**src/ugr_regs.svh**
```systemverilog
`ifndef UGR_REGS_SVH
`define UGR_REGS_SVH
// Register byte offsets within the block's window.
`define UGR_ADDR_W 8
`define UGR_OFF_FRAME 8'h00
`define UGR_OFF_GLB 8'h04
`define UGR_OFF_FADDR 8'h08
`define UGR_OFF_IEN 8'h10
`define UGR_OFF_IDIS 8'h14
`define UGR_OFF_IMASK 8'h18
// Bus encodings.
`define UGR_HTRANS_ACTIVE_BIT 1
`define UGR_HSIZE_WORD 3'h2
// Frame register layout.
`define UGR_FRM_IDX_W 11
`define UGR_FRM_CORRUPT_BIT 16
`define UGR_FRM_GOOD_BIT 17
// Global state register layout.
`define UGR_GLB_ADDR_BIT 0
`define UGR_GLB_CONF_BIT 1
// Function address register layout and reset.
`define UGR_FADDR_W 7
`define UGR_FEN_BIT 8
`define UGR_FADDR_RST 7'h00
`define UGR_FEN_RST 1'h1
// Interrupt mask layout.
`define UGR_MASK_W 14
`define UGR_MASK_RST 14'h1200
`define UGR_MASK_WRITABLE 14'h2B3F
`define UGR_MASK_FIXED 14'h1000
`define UGR_MASK_FIXED_BIT 12
`define UGR_EP_MAX 6
`endif

```
**src/ugr_pkg.sv**
```systemverilog
`default_nettype none
`include "ugr_regs.svh"
package ugr_pkg;
  // Start-of-frame events from the serial engine.
  typedef struct packed {
    logic pid;
    logic eop;
    logic err;
    logic [`UGR_FRM_IDX_W-1:0] num;
  } ugr_sof_in_t;
  // Captured frame state.
  typedef struct packed {
    logic [`UGR_FRM_IDX_W-1:0] index;
    logic good;
    logic corrupt;
    logic start_evt;
  } ugr_frame_t;
  // Data-phase request from the bus slave.
  typedef struct packed {
    logic wr;
    logic [`UGR_ADDR_W-1:0] addr;
    logic [31:0] wdata;
  } ugr_bus_req_t;
  typedef struct packed {
    logic dvalid;
    logic dwrite;
    logic rwait;
    logic [`UGR_ADDR_W-1:0] daddr;
    logic [31:0] rdata;
  } ugr_slv_state_t;
  typedef struct packed {
    logic addr_state;
    logic configured;
    logic [`UGR_FADDR_W-1:0] fn_addr;
    logic fn_en;
    logic [`UGR_MASK_W-1:0] mask;
    logic csr_reset;
    logic irq;
  } ugr_core_state_t;
  typedef enum logic [2:0] {SEL_NONE, SEL_FRAME, SEL_GLB, SEL_FADDR, SEL_IEN, SEL_IDIS,
    SEL_IMASK} ugr_sel_t;
endpackage : ugr_pkg
`default_nettype wire

```
**src/ugr_top.sv**
```systemverilog
// Summary of operation
// - Frame index, bits 10:0, loads host frame number at SOF end; read-only.
// - SOF ended with an error sets frame corrupt flag, bit 16.
// - SOF ended cleanly sets frame good flag, bit 17.
// - Both frame flags clear when a new SOF identifier arrives.
// - Start-of-frame event is raised at the identifier, not at packet end.
// - Global state bit 0 reads 1 in address state, else 0.
// - Writing 1 enters address state; writing 0 does nothing; only reset leaves.
// - Configured bit 1 reads state; write 1 configures, write 0 unconfigures.
// - Function address is seven bits, 6:0, zero after hardware reset; an end of bus reset keeps it.
// - Function enable bit 8 reads back; zero disables endpoints; one permits traffic.
// - Enable register ones set mask bits: endpoints 0-5, 8, 9, 11, 13.
// - Disable register ones clear mask bits with the same layout.
// - Mask register reads one for each enabled source, zero otherwise.
// - Mask bit 12 for end of bus reset always reads one.
// - Each end of bus reset restores the mask and resets endpoint control.
//
// Decided for this implementation: the register offsets and the AHB-Lite slave port.
`timescale 1ns/10ps
`default_nettype none
`include "ugr_regs.svh"
module ugr_top import ugr_pkg::*; #(
  parameter int EP_COUNT = `UGR_EP_MAX
) (
  input wire logic clk,
  input wire logic rst_b,
  input wire logic hsel,
  input wire logic [31:0] haddr,
  input wire logic [1:0] htrans,
  input wire logic hwrite,
  input wire logic [2:0] hsize,
  input wire logic [31:0] hwdata,
  input wire logic hready,
  output logic hreadyout,
  output logic hresp,
  output logic [31:0] hrdata,
  input wire ugr_sof_in_t sof_in,
  input wire logic bus_reset_end,
  input wire logic [`UGR_MASK_W-1:0] irq_status,
  output logic frame_start_irq,
  output logic ep_csr_reset,
  output logic address_state_flag,
  output logic configured_flag,
  output logic [`UGR_FADDR_W-1:0] function_address_value,
  output logic function_enable_bit,
  output logic [`UGR_MASK_W-1:0] irq_mask_view,
  output logic device_irq
);
  // Endpoints beyond the implemented count keep their mask bits at zero.
  localparam logic [`UGR_EP_MAX-1:0] EP_BITS = `UGR_EP_MAX'((1 << EP_COUNT) - 1);
  localparam logic [`UGR_MASK_W-1:0] WR_MASK = `UGR_MASK_WRITABLE &
    {{(`UGR_MASK_W-`UGR_EP_MAX){1'b1}}, EP_BITS};

  // The mask layout has room for at most six endpoints.
  generate
    if (EP_COUNT < 1 || EP_COUNT > `UGR_EP_MAX) begin : g_bad_ep
      $error("EP_COUNT must lie between 1 and 6.");
    end
  endgenerate

  ugr_bus_req_t req;
  ugr_frame_t frame;
  ugr_core_state_t state_r;
  ugr_core_state_t state_nxt;
  ugr_sel_t sel;
  logic [31:0] rd_word;
  logic [`UGR_MASK_W-1:0] mask_view;
  logic [`UGR_MASK_W-1:0] irq_hit;
  logic [`UGR_MASK_W-1:0] wr_bits;

  // Maps a byte address to a register; misaligned and unused addresses hit nothing.
  function automatic ugr_sel_t reg_decode(input logic [`UGR_ADDR_W-1:0] addr);
    ugr_sel_t s;
    s = SEL_NONE;
    case (addr)
      `UGR_OFF_FRAME: s = SEL_FRAME;
      `UGR_OFF_GLB: s = SEL_GLB;
      `UGR_OFF_FADDR: s = SEL_FADDR;
      `UGR_OFF_IEN: s = SEL_IEN;
      `UGR_OFF_IDIS: s = SEL_IDIS;
      `UGR_OFF_IMASK: s = SEL_IMASK;
      default: s = SEL_NONE;
    endcase
    return s;
  endfunction : reg_decode

  // The bus front end adds one wait state to reads and none to writes.
  ugr_ahb_slave u_slave (
    .clk(clk),
    .rst_b(rst_b),
    .hsel(hsel),
    .haddr(haddr),
    .htrans(htrans),
    .hwrite(hwrite),
    .hsize(hsize),
    .hwdata(hwdata),
    .hready(hready),
    .rd_word(rd_word),
    .hreadyout(hreadyout),
    .hresp(hresp),
    .hrdata(hrdata),
    .req(req)
  );

  // Frame number and frame health capture.
  ugr_sof_capture u_sof (
    .clk(clk),
    .rst_b(rst_b),
    .sof_in(sof_in),
    .frame(frame)
  );

  // The end-of-bus-reset bit is forced on so that event can never be hidden.
  assign sel = reg_decode(req.addr);
  assign mask_view = state_r.mask | `UGR_MASK_FIXED;
  assign wr_bits = req.wdata[`UGR_MASK_W-1:0] & WR_MASK;

  // Each source is gated by its own mask bit.
  generate
    for (genvar i = 0; i < `UGR_MASK_W; i++) begin : g_irq_gate
      assign irq_hit[i] = irq_status[i] & mask_view[i];
    end
  endgenerate

  // Read multiplexer; write-only and unmapped words read as zero.
  always_comb begin
    rd_word = 32'h0000_0000;
    unique case (sel)
      SEL_FRAME: begin
        rd_word[`UGR_FRM_IDX_W-1:0] = frame.index;
        rd_word[`UGR_FRM_CORRUPT_BIT] = frame.corrupt;
        rd_word[`UGR_FRM_GOOD_BIT] = frame.good;
      end
      SEL_GLB: begin
        rd_word[`UGR_GLB_ADDR_BIT] = state_r.addr_state;
        rd_word[`UGR_GLB_CONF_BIT] = state_r.configured;
      end
      SEL_FADDR: begin
        rd_word[`UGR_FADDR_W-1:0] = state_r.fn_addr;
        rd_word[`UGR_FEN_BIT] = state_r.fn_en;
      end
      SEL_IMASK: begin
        rd_word[`UGR_MASK_W-1:0] = mask_view;
      end
      SEL_NONE, SEL_IEN, SEL_IDIS: begin
        rd_word = 32'h0000_0000;
      end
    endcase
  end

  // Register writes, then the end of bus reset, which overrides a same-cycle write to the
  // global state or mask because it stands for a fresh start of the device.
  always_comb begin
    state_nxt = state_r;
    state_nxt.csr_reset = 1'b0;
    state_nxt.irq = |irq_hit;
    if (req.wr) begin
      unique case (sel)
        SEL_GLB: begin
          // A zero leaves address state alone.
          state_nxt.addr_state = state_r.addr_state | req.wdata[`UGR_GLB_ADDR_BIT];
          state_nxt.configured = req.wdata[`UGR_GLB_CONF_BIT];
        end
        SEL_FADDR: begin
          state_nxt.fn_addr = req.wdata[`UGR_FADDR_W-1:0];
          state_nxt.fn_en = req.wdata[`UGR_FEN_BIT];
        end
        SEL_IEN: begin
          state_nxt.mask = state_r.mask | wr_bits;
        end
        SEL_IDIS: begin
          state_nxt.mask = state_r.mask & ~wr_bits;
        end
        SEL_NONE, SEL_FRAME, SEL_IMASK: begin
          state_nxt.mask = state_r.mask;
        end
      endcase
    end
    if (bus_reset_end) begin
      state_nxt.mask = `UGR_MASK_RST;
      state_nxt.csr_reset = 1'b1;
      state_nxt.addr_state = 1'b0;
      state_nxt.configured = 1'b0;
    end
  end

  // Control state, with the address and enable at their power-up values.
  always_ff @(posedge clk or negedge rst_b) begin
    if (!rst_b) begin
      state_r.addr_state <= 1'b0;
      state_r.configured <= 1'b0;
      state_r.fn_addr <= `UGR_FADDR_RST;
      state_r.fn_en <= `UGR_FEN_RST;
      state_r.mask <= `UGR_MASK_RST;
      state_r.csr_reset <= 1'b0;
      state_r.irq <= 1'b0;
    end else begin
      state_r <= state_nxt;
    end
  end

  // Outputs all come from flip-flops; the interrupt lags its cause by one cycle.
  assign frame_start_irq = frame.start_evt;
  assign ep_csr_reset = state_r.csr_reset;
  assign address_state_flag = state_r.addr_state;
  assign configured_flag = state_r.configured;
  assign function_address_value = state_r.fn_addr;
  assign function_enable_bit = state_r.fn_en;
  assign irq_mask_view = mask_view;
  assign device_irq = state_r.irq;
endmodule : ugr_top
`default_nettype wire

```
**src/ugr_ahb_slave.sv**
```systemverilog
`timescale 1ns/10ps
`default_nettype none
`include "ugr_regs.svh"
module ugr_ahb_slave import ugr_pkg::*; (
  input wire logic clk,
  input wire logic rst_b,
  input wire logic hsel,
  input wire logic [31:0] haddr,
  input wire logic [1:0] htrans,
  input wire logic hwrite,
  input wire logic [2:0] hsize,
  input wire logic [31:0] hwdata,
  input wire logic hready,
  input wire logic [31:0] rd_word,
  output logic hreadyout,
  output logic hresp,
  output logic [31:0] hrdata,
  output var ugr_bus_req_t req
);
  ugr_slv_state_t state_r;
  ugr_slv_state_t state_nxt;
  logic accept;

  // Only whole-word transfers are taken; others complete at once and are ignored.
  assign accept = hsel & htrans[`UGR_HTRANS_ACTIVE_BIT] & hready & (hsize == `UGR_HSIZE_WORD);

  // Reads take one wait state so that read data leaves a flip-flop.
  always_comb begin
    state_nxt = state_r;
    if (state_r.dvalid && state_r.rwait) begin
      state_nxt.rdata = rd_word;
      state_nxt.rwait = 1'b0;
    end else begin
      state_nxt.dvalid = accept;
      state_nxt.dwrite = hwrite;
      state_nxt.daddr = haddr[`UGR_ADDR_W-1:0];
      state_nxt.rwait = accept & ~hwrite;
    end
  end

  always_ff @(posedge clk or negedge rst_b) begin
    if (!rst_b) begin
      state_r <= '0;
    end else begin
      state_r <= state_nxt;
    end
  end

  // Write data is taken straight from the data phase.
  assign hreadyout = ~(state_r.dvalid & state_r.rwait);
  assign hresp = 1'b0;
  assign hrdata = state_r.rdata;
  assign req.wr = state_r.dvalid & state_r.dwrite;
  assign req.addr = state_r.daddr;
  assign req.wdata = hwdata;
endmodule : ugr_ahb_slave
`default_nettype wire

```
**src/ugr_sof_capture.sv**
```systemverilog
`timescale 1ns/10ps
`default_nettype none
`include "ugr_regs.svh"
module ugr_sof_capture import ugr_pkg::*; (
  input wire logic clk,
  input wire logic rst_b,
  input wire ugr_sof_in_t sof_in,
  output var ugr_frame_t frame
);
  ugr_frame_t state_r;
  ugr_frame_t state_nxt;

  // The end of packet is handled after the identifier, so a set beats a clear.
  always_comb begin
    state_nxt = state_r;
    state_nxt.start_evt = sof_in.pid;
    if (sof_in.pid) begin
      state_nxt.good = 1'b0;
      state_nxt.corrupt = 1'b0;
    end
    if (sof_in.eop) begin
      state_nxt.index = sof_in.num;
      state_nxt.corrupt = sof_in.err;
      state_nxt.good = ~sof_in.err;
    end
  end

  always_ff @(posedge clk or negedge rst_b) begin
    if (!rst_b) begin
      state_r <= '0;
    end else begin
      state_r <= state_nxt;
    end
  end

  assign frame = state_r;
endmodule : ugr_sof_capture
`default_nettype wire

```
**config.mk**
```make
export PLATFORM = sky130hd
export DESIGN_NAME = ugr_top
export DESIGN_NICKNAME = d
export VERILOG_FILES = /design/src/ugr_pkg.sv /design/src/ugr_top.sv /design/src/ugr_ahb_slave.sv /design/src/ugr_sof_capture.sv
export VERILOG_INCLUDE_DIRS = /design/src /design/src/src
export SDC_FILE = /design/constraint.sdc
export NUM_CORES = 1
export LEC_CHECK = 0
export BUFFER_PORTS_ARGS = -buffer_cell sky130_fd_sc_hd__buf_2
export CAP_MARGIN = 20
export CORE_MARGIN = 2
export CORE_UTILIZATION = 40
export CTS_BUF_LIST = sky130_fd_sc_hd__clkbuf_8
export CTS_CLUSTER_DIAMETER = 30
export DETAILED_ROUTE_END_ITERATION = 6
export GPL_ROUTABILITY_DRIVEN = 1
export PLACE_DENSITY = 0.76
export SYNTH_ARGS = -nofsm -noshare
export SYNTH_HDL_FRONTEND = slang
export SYNTH_SLANG_ARGS = --single-unit
```
**constraint.sdc**
```tcl
create_clock -name clk -period 4.55 [get_ports clk]
set_input_delay 0 -clock clk [delete_from_list [all_inputs] [get_ports clk]]
set_output_delay 0 -clock clk [all_outputs]
set_load 0.03 [all_outputs]
```
# [Word level (Yosys, flattened, before mapping)]
# Cells that the tools add are included.
[op_classes] n_eq_ne=12 mux=17 n_bitwise=26 reduce_logical=12
[op_table] cell="$pmux W14 S2" count=1
[op_table] cell="$eq A8 B5 Y1 const B" count=3
[op_table] cell="$mux W24" count=1
[op_table] cell="$and A1 B1 Y1" count=19
[op_table] cell="$pmux W3 S6" count=1
[op_table] cell="$mux W15" count=1
[op_table] cell="$pmux W5 S3" count=1
[op_table] cell="$and A14 B14 Y14" count=1
[op_table] cell="$not A14 Y14" count=1
[op_table] cell="$or A14 B14 Y14" count=1
[op_table] cell="$reduce_or A14 Y1" count=1
[op_table] cell="$mux W2" count=5
[op_table] cell="$pmux W2 S5" count=1
[op_table] cell="$eq A3 B2 Y1 const B" count=3
[op_table] cell="$eq A3 B3 Y1 const B" count=3
[op_table] cell="$eq A8 B3 Y1 const B" count=1
[op_table] cell="$eq A8 B4 Y1 const B" count=1
[op_table] cell="$logic_not A8 Y1" count=1
[op_table] cell="$mux W8" count=1
[op_table] cell="$reduce_and A2 Y1" count=3
[op_table] cell="$reduce_bool A2 Y1" count=3
[op_table] cell="$pmux W2 S2" count=1
[op_table] cell="$eq A3 B1 Y1 const B" count=1
[op_table] cell="$logic_not A3 Y1" count=1
[op_table] cell="other kinds (9)" count=11
[totals] regBits=67 input_bits=103

# [Depth between registers and ports, before layout]
[depth] depth_word=6 depth_mapped=5 depth_no_buf=3

# [Cells and area by module]
# Synthesis repeated with hierarchy kept, for this count alone.
[hier_totals] cells_unflattened=342 hier_area_um2=4286.6
[by_module_without_submodules] module="ugr_ahb_slave" n_inst=1 cells_each=168 area_each_um2=2319.7 seq_area_each_um2=1076.0
[by_module_without_submodules] module="ugr_top" n_inst=1 cells_each=143 area_each_um2=1417.6 seq_area_each_um2=553.0
[by_module_without_submodules] module="ugr_sof_capture" n_inst=1 cells_each=31 area_each_um2=549.3 seq_area_each_um2=350.3

# [Least setup slack after synthesis]
# OpenSTA, ideal clock, no wires.
[synth_timing] path_type="register to register" startpoint="reg u_slave.state_r (netlist bit u_slave.req[33])" endpoint="reg state_r (netlist bit function_address_value[0])" t_arrival_ns=1.818 setup_slack_ns=2.607 path_stages_with_launch=5 path_buffers=1 synth_period_minus_slack_ns=1.943 path_cell_list="dfrtp_1 > or4_4 > buf_6 > nor4_4 > mux2_2"
[synth_via] elab_chain_cells=4
[synth_lines] item="start: declaration" line="ugr_ahb_slave.sv:20" text="ugr_slv_state_t state_r;"
[synth_lines] item="start signal: assignment" line="ugr_ahb_slave.sv:45" text="state_r <= state_nxt;"
[synth_lines] item="$eq A8 B5 Y1 (tied with other cells)" line="ugr_top.sv:75" text="case (addr)"
[synth_lines] item="$pmux W3 S6 *" line="ugr_top.sv:75"
[synth_lines] item="$eq A3 B2 Y1 *" line="ugr_top.sv:158" text="unique case (sel)"
[synth_lines] item="$reduce_and A2 Y1 (no line) *"
[synth_lines] item="end signal: assignment" line="ugr_top.sv:198" text="state_r <= state_nxt;"
[synth_lines] item="end: declaration" line="ugr_top.sv:63" text="ugr_core_state_t state_r;"
# Every way passes the cells marked *; elsewhere a longest branch is shown, timed or not.
# A chain may end at the register's enable or synchronous reset.

# [Final worst setup path]
[layout_timing] startpoint="reg u_slave.state_r (netlist bit u_slave.req[36])" endpoint="reg state_r (netlist bit irq_mask_view[13])"
[layout_via] elab_chain_cells=6
[layout_lines] item="$eq A8 B5 Y1 (tied with other cells)" line="ugr_top.sv:75"
[layout_lines] item="$pmux W3 S6 *" line="ugr_top.sv:75"
[layout_lines] item="$eq A3 B3 Y1" line="ugr_top.sv:158"
[layout_lines] item="$pmux W14 S2" line="ugr_top.sv:158"
[layout_lines] item="$mux W24" line="ugr_top.sv:157" text="if (req.wr) begin"
[layout_lines] item="$mux W15" line="ugr_top.sv:179" text="if (bus_reset_end) begin"
# Every way passes the cells marked *; elsewhere a longest branch is shown, timed or not. The select of a mux whose other input is x is not followed.

==> flow_summary.json <==
{
  "initial_utilization": 0.408,
  "holdBufCountCts": 41,
  "firstDrtPassIters": 4,
  "drt-total-wl_um": 7470,
  "postSynthCellCount": 269,
  "dpl-instance-area_mm2": 0.00346,
  "antenna_found_initial": 0,
  "grt_use_total": 0.182,
  "power_per_cell_area_mw_per_mm2": 308,
  "seq_power_share": 0.469,
  "root_buffer": "clkbuf_8",
  "first_global_vias": 2450,
  "place_congestion": 0.771,
  "final-setup-viol-count": 0,
  "grt_first_pass_wirelength_um": 12000,
  "cts.clk_slew.worst_paths_ns": 0.07,
  "path_cells": "or4b_1, nor3_2, a22o_1",
  "grt_max_degree": 64,
  "worstHoldEndpoint": "u_sof.frame[1]",
  "hp-start": "sof_in[12]",
  "clockBufferDepth": 2,
  "hold_viol_final": 0,
  "synth-main-ff-cell": "dfrtp_1",
  "p_leak_uw": 0.00199,
  "cts_tree": "built",
  "crit_arrival_ns": 2.53,
  "rrSetupSlack_ns": 2.30,
  "setup.worst_path.start_class": "register",
  "critPathCaptureType": "register",
  "drv_cap": 0,
  "postCtsSetupBuffers": 0,
  "cpPeakStageDelay_ns": 0.90,
  "regToRegStartpoint": "u_slave.req[36]",
  "vias": 2498,
  "final_cell_area_mm2": 0.00412,
  "cts_sinks": 63,
  "rsz0062_at_grt": "false",
  "cts-htree-levels": 3,
  "post-route-drc-count": 0,
  "slew_headroom": 0.432,
  "pwr-share-comb": 0.101,
  "seq_area_mm2": 0.00158,
  "required_ns": 4.83,
  "intPower_uw": 972,
  "period_share": 0.495,
  "grt-ovfl-total": 0,
  "synth-async-reset-ratio": 1.00,
  "switchingPower_uw": 296,
  "hold_class": "in -> reg",
  "clkPwrFrac": 0.430,
  "cp_slowest_cell": "dfrtp_1",
  "ir_drop_mv": 0.137,
  "path_max_fanout": 26,
  "io_buffer_count": 93,
  "yosys_warnings": 0,
  "hold_slack_ns": 0.0593,
  "fp.coreArea_mm2": 0.00765,
  "synth_area_per_cell_um2": 11.6,
  "critPathTopFamily": "simple AND/OR/NAND/NOR gates",
  "clock_latency_ns": 0.35,
  "synth_edf_count": 0,
  "drive_gt1_frac": 0.397,
  "die_y_um": 92.4,
  "synthToLayoutAreaGrowth_pct": 31.9,
  "die_area_mm2": 0.00853,
  "synth.distinct_cells": 45,
  "die_w_um": 92.4,
  "fin_skew_ns": 0.00883,
  "worstHoldPathCells": 3,
  "postRouteAntennaNets": 0,
  "yosysSeqAreaShare": 0.506,
  "netlist_area_mm2": 0.00312,
  "multi_input_area_mm2": 0.00126,
  "fill_cells": 690,
  "timing.fmax_mhz": 444,
  "diodes": 0,
  "rows": 32,
  "switching_share": 0.234,
  "ios": 164,
  "outcome": "complete, no violations",
  "numCtsBuffers": 9,
  "dp_hpwl_um": 5070,
  "critPathBufInv": 0,
  "fin_nets": 486,
  "tightest_slew_ns": 0.852,
  "drv_slew": 0,
  "ff2ff_path_depth": 3,
  "viasPerCell": 5.10,
  "r2r-end": "irq_mask_view[13]",
  "wl_per_cell_um": 15.2,
  "ys_seq_elements": 63,
  "dr.first_iter.drc_count": 120,
  "criticalPathCategory": "reg -> reg",
  "fin_crit_ns": 2.25,
  "setup-tns-final_ns": 0,
  "cts_resized": 0
}
-- stage by stage --
stage          worst slack (ns)  instances  power, uW   util
3_3_place_gp               2.33        432        705  0.452
5_1_grt                    2.12        490       1320  0.539
2_1_floorplan              2.61        288        674      -
6_report                   2.30        490       1270  0.539
4_1_cts                    2.27        489       1280  0.535
3_5_place_dp               2.29        432        708  0.452
-- cell families after synthesis --
| kind of cell | count (synthesis) | synth area share |
|---|---|---|
| AOI/OAI and AO/OA | 44 | 0.113 |
| buffers and inverters | 55 | 0.113 |
| DFF | 63 | 0.506 |
| muxes | 35 | 0.125 |
| other | 2 | 0.00240 |
| and+or+nand+nor | 70 | 0.141 |
-- layout by cell type, fill, tap and decap left out, drive strengths merged, types with 4 or more instances in the layout --
cell type / Yosys / final
inv: 2 / 4
a22o: 10 / 10
nand4: 9 / 9
o21ai: 7 / 7
buf: 39 / 96
nor3b: 6 / 6
nor2b: 6 / 6
nor2: 6 / 6
nor4: 5 / 5
nand2: 14 / 14
dlygate4sd3: 0 / 41
dfrtp: 61 / 61
clkbuf: 14 / 11
a32o: 10 / 10
mux2: 33 / 33
a21oi: 4 / 4
conb: 2 / 21
-- synthesized netlist by cell type (2+ instances only) --
cell type  instances  area share
a22o_1            10       0.028
mux2i_1            2      0.0064
nor2b_1            6       0.012
a32o_1            10       0.032
dfrtp_1           61        0.49
clkbuf_1          14       0.017
or2_2              3      0.0060
o31ai_1            2      0.0048
inv_1              2      0.0024
nor3b_1            6       0.014
o221ai_1           2      0.0056
nand3_1            3      0.0048
or4_4              2      0.0072
conb_1             2      0.0024
a21oi_1            4      0.0064
nand2_1           14       0.017
dfstp_2            2       0.017
a22oi_1            2      0.0048
mux2_2            33        0.12
nand2b_1           3      0.0060
nor4_1             4      0.0080
o21ai_0            7       0.011
nand4b_1           3      0.0084
nand4_1            9       0.018
buf_4             37       0.089
nor2_1             6      0.0072
nand3b_1           2      0.0048
-- state kept, by name, summed over array words and instances (netlist names) --
name                    cells
irq_mask_view              10
u_sof.frame                14
configured_flag             1
u_slave.req                 8
function_enable_bit         1
address_state_flag          1
u_slave.state_r             3
function_address_value      7
device_irq                  1
ep_csr_reset                1
u_slave.hrdata             16
-- power groups by stage --
| stage | clock, uW | sequential [uW] | combinational [uW] |
|---|---|---|---|
| global placement | 0 | 605 | 100 |
| finish | 545 | 595 | 129 |
| CTS | 553 | 595 | 129 |
| global route | 583 | 597 | 141 |
| floorplan | 0 | 597 | 77.4 |
| detailed placement | 0 | 605 | 103 |
-- worst register-to-register path: cells and delay by family, from the launching register on --
family	cells	cell delay [ns]
AOI/OAI and AO/OA	1	0.25
and+or+nand+nor	2	1.04
DFF	1	0.90
-- cell type report --
type,count,area share
Clock inverter,5,0.0176
Timing Repair Buffer,137,0.223
Sequential cell,63,0.383
Multi-Input combinational cell,170,0.307
Inverter,2,0.00182
Clock buffer,11,0.0368
Tap cell,102,0.0310
-- how the worst max path moves through the flow --
stage | to | from | cells past startpoint
3_5_place_dp | irq_mask_view[13] | u_slave.req[36] | 3
2_1_floorplan | function_address_value[0] | u_slave.req[33] | 4
4_1_cts | irq_mask_view[13] | u_slave.req[36] | 3
5_1_grt | irq_mask_view[13] | u_slave.req[36] | 3
3_3_place_gp | u_slave.hrdata[10] | u_slave.state_r[42] | 3
6_report | irq_mask_view[13] | u_slave.req[36] | 3
-- layer usage --
layer / global-route usage / wire [um] / up-vias
met2: 0.303 / 3740 / 85
met3: 0.0325 / 383 / 10
met5: 0 / 0 / -
met4: 0.0697 / 111 / 0
met1: 0.235 / 3230 / 1239
li1: - / - / 1164
No activity file was read; power rests on OpenSTA's default activity.
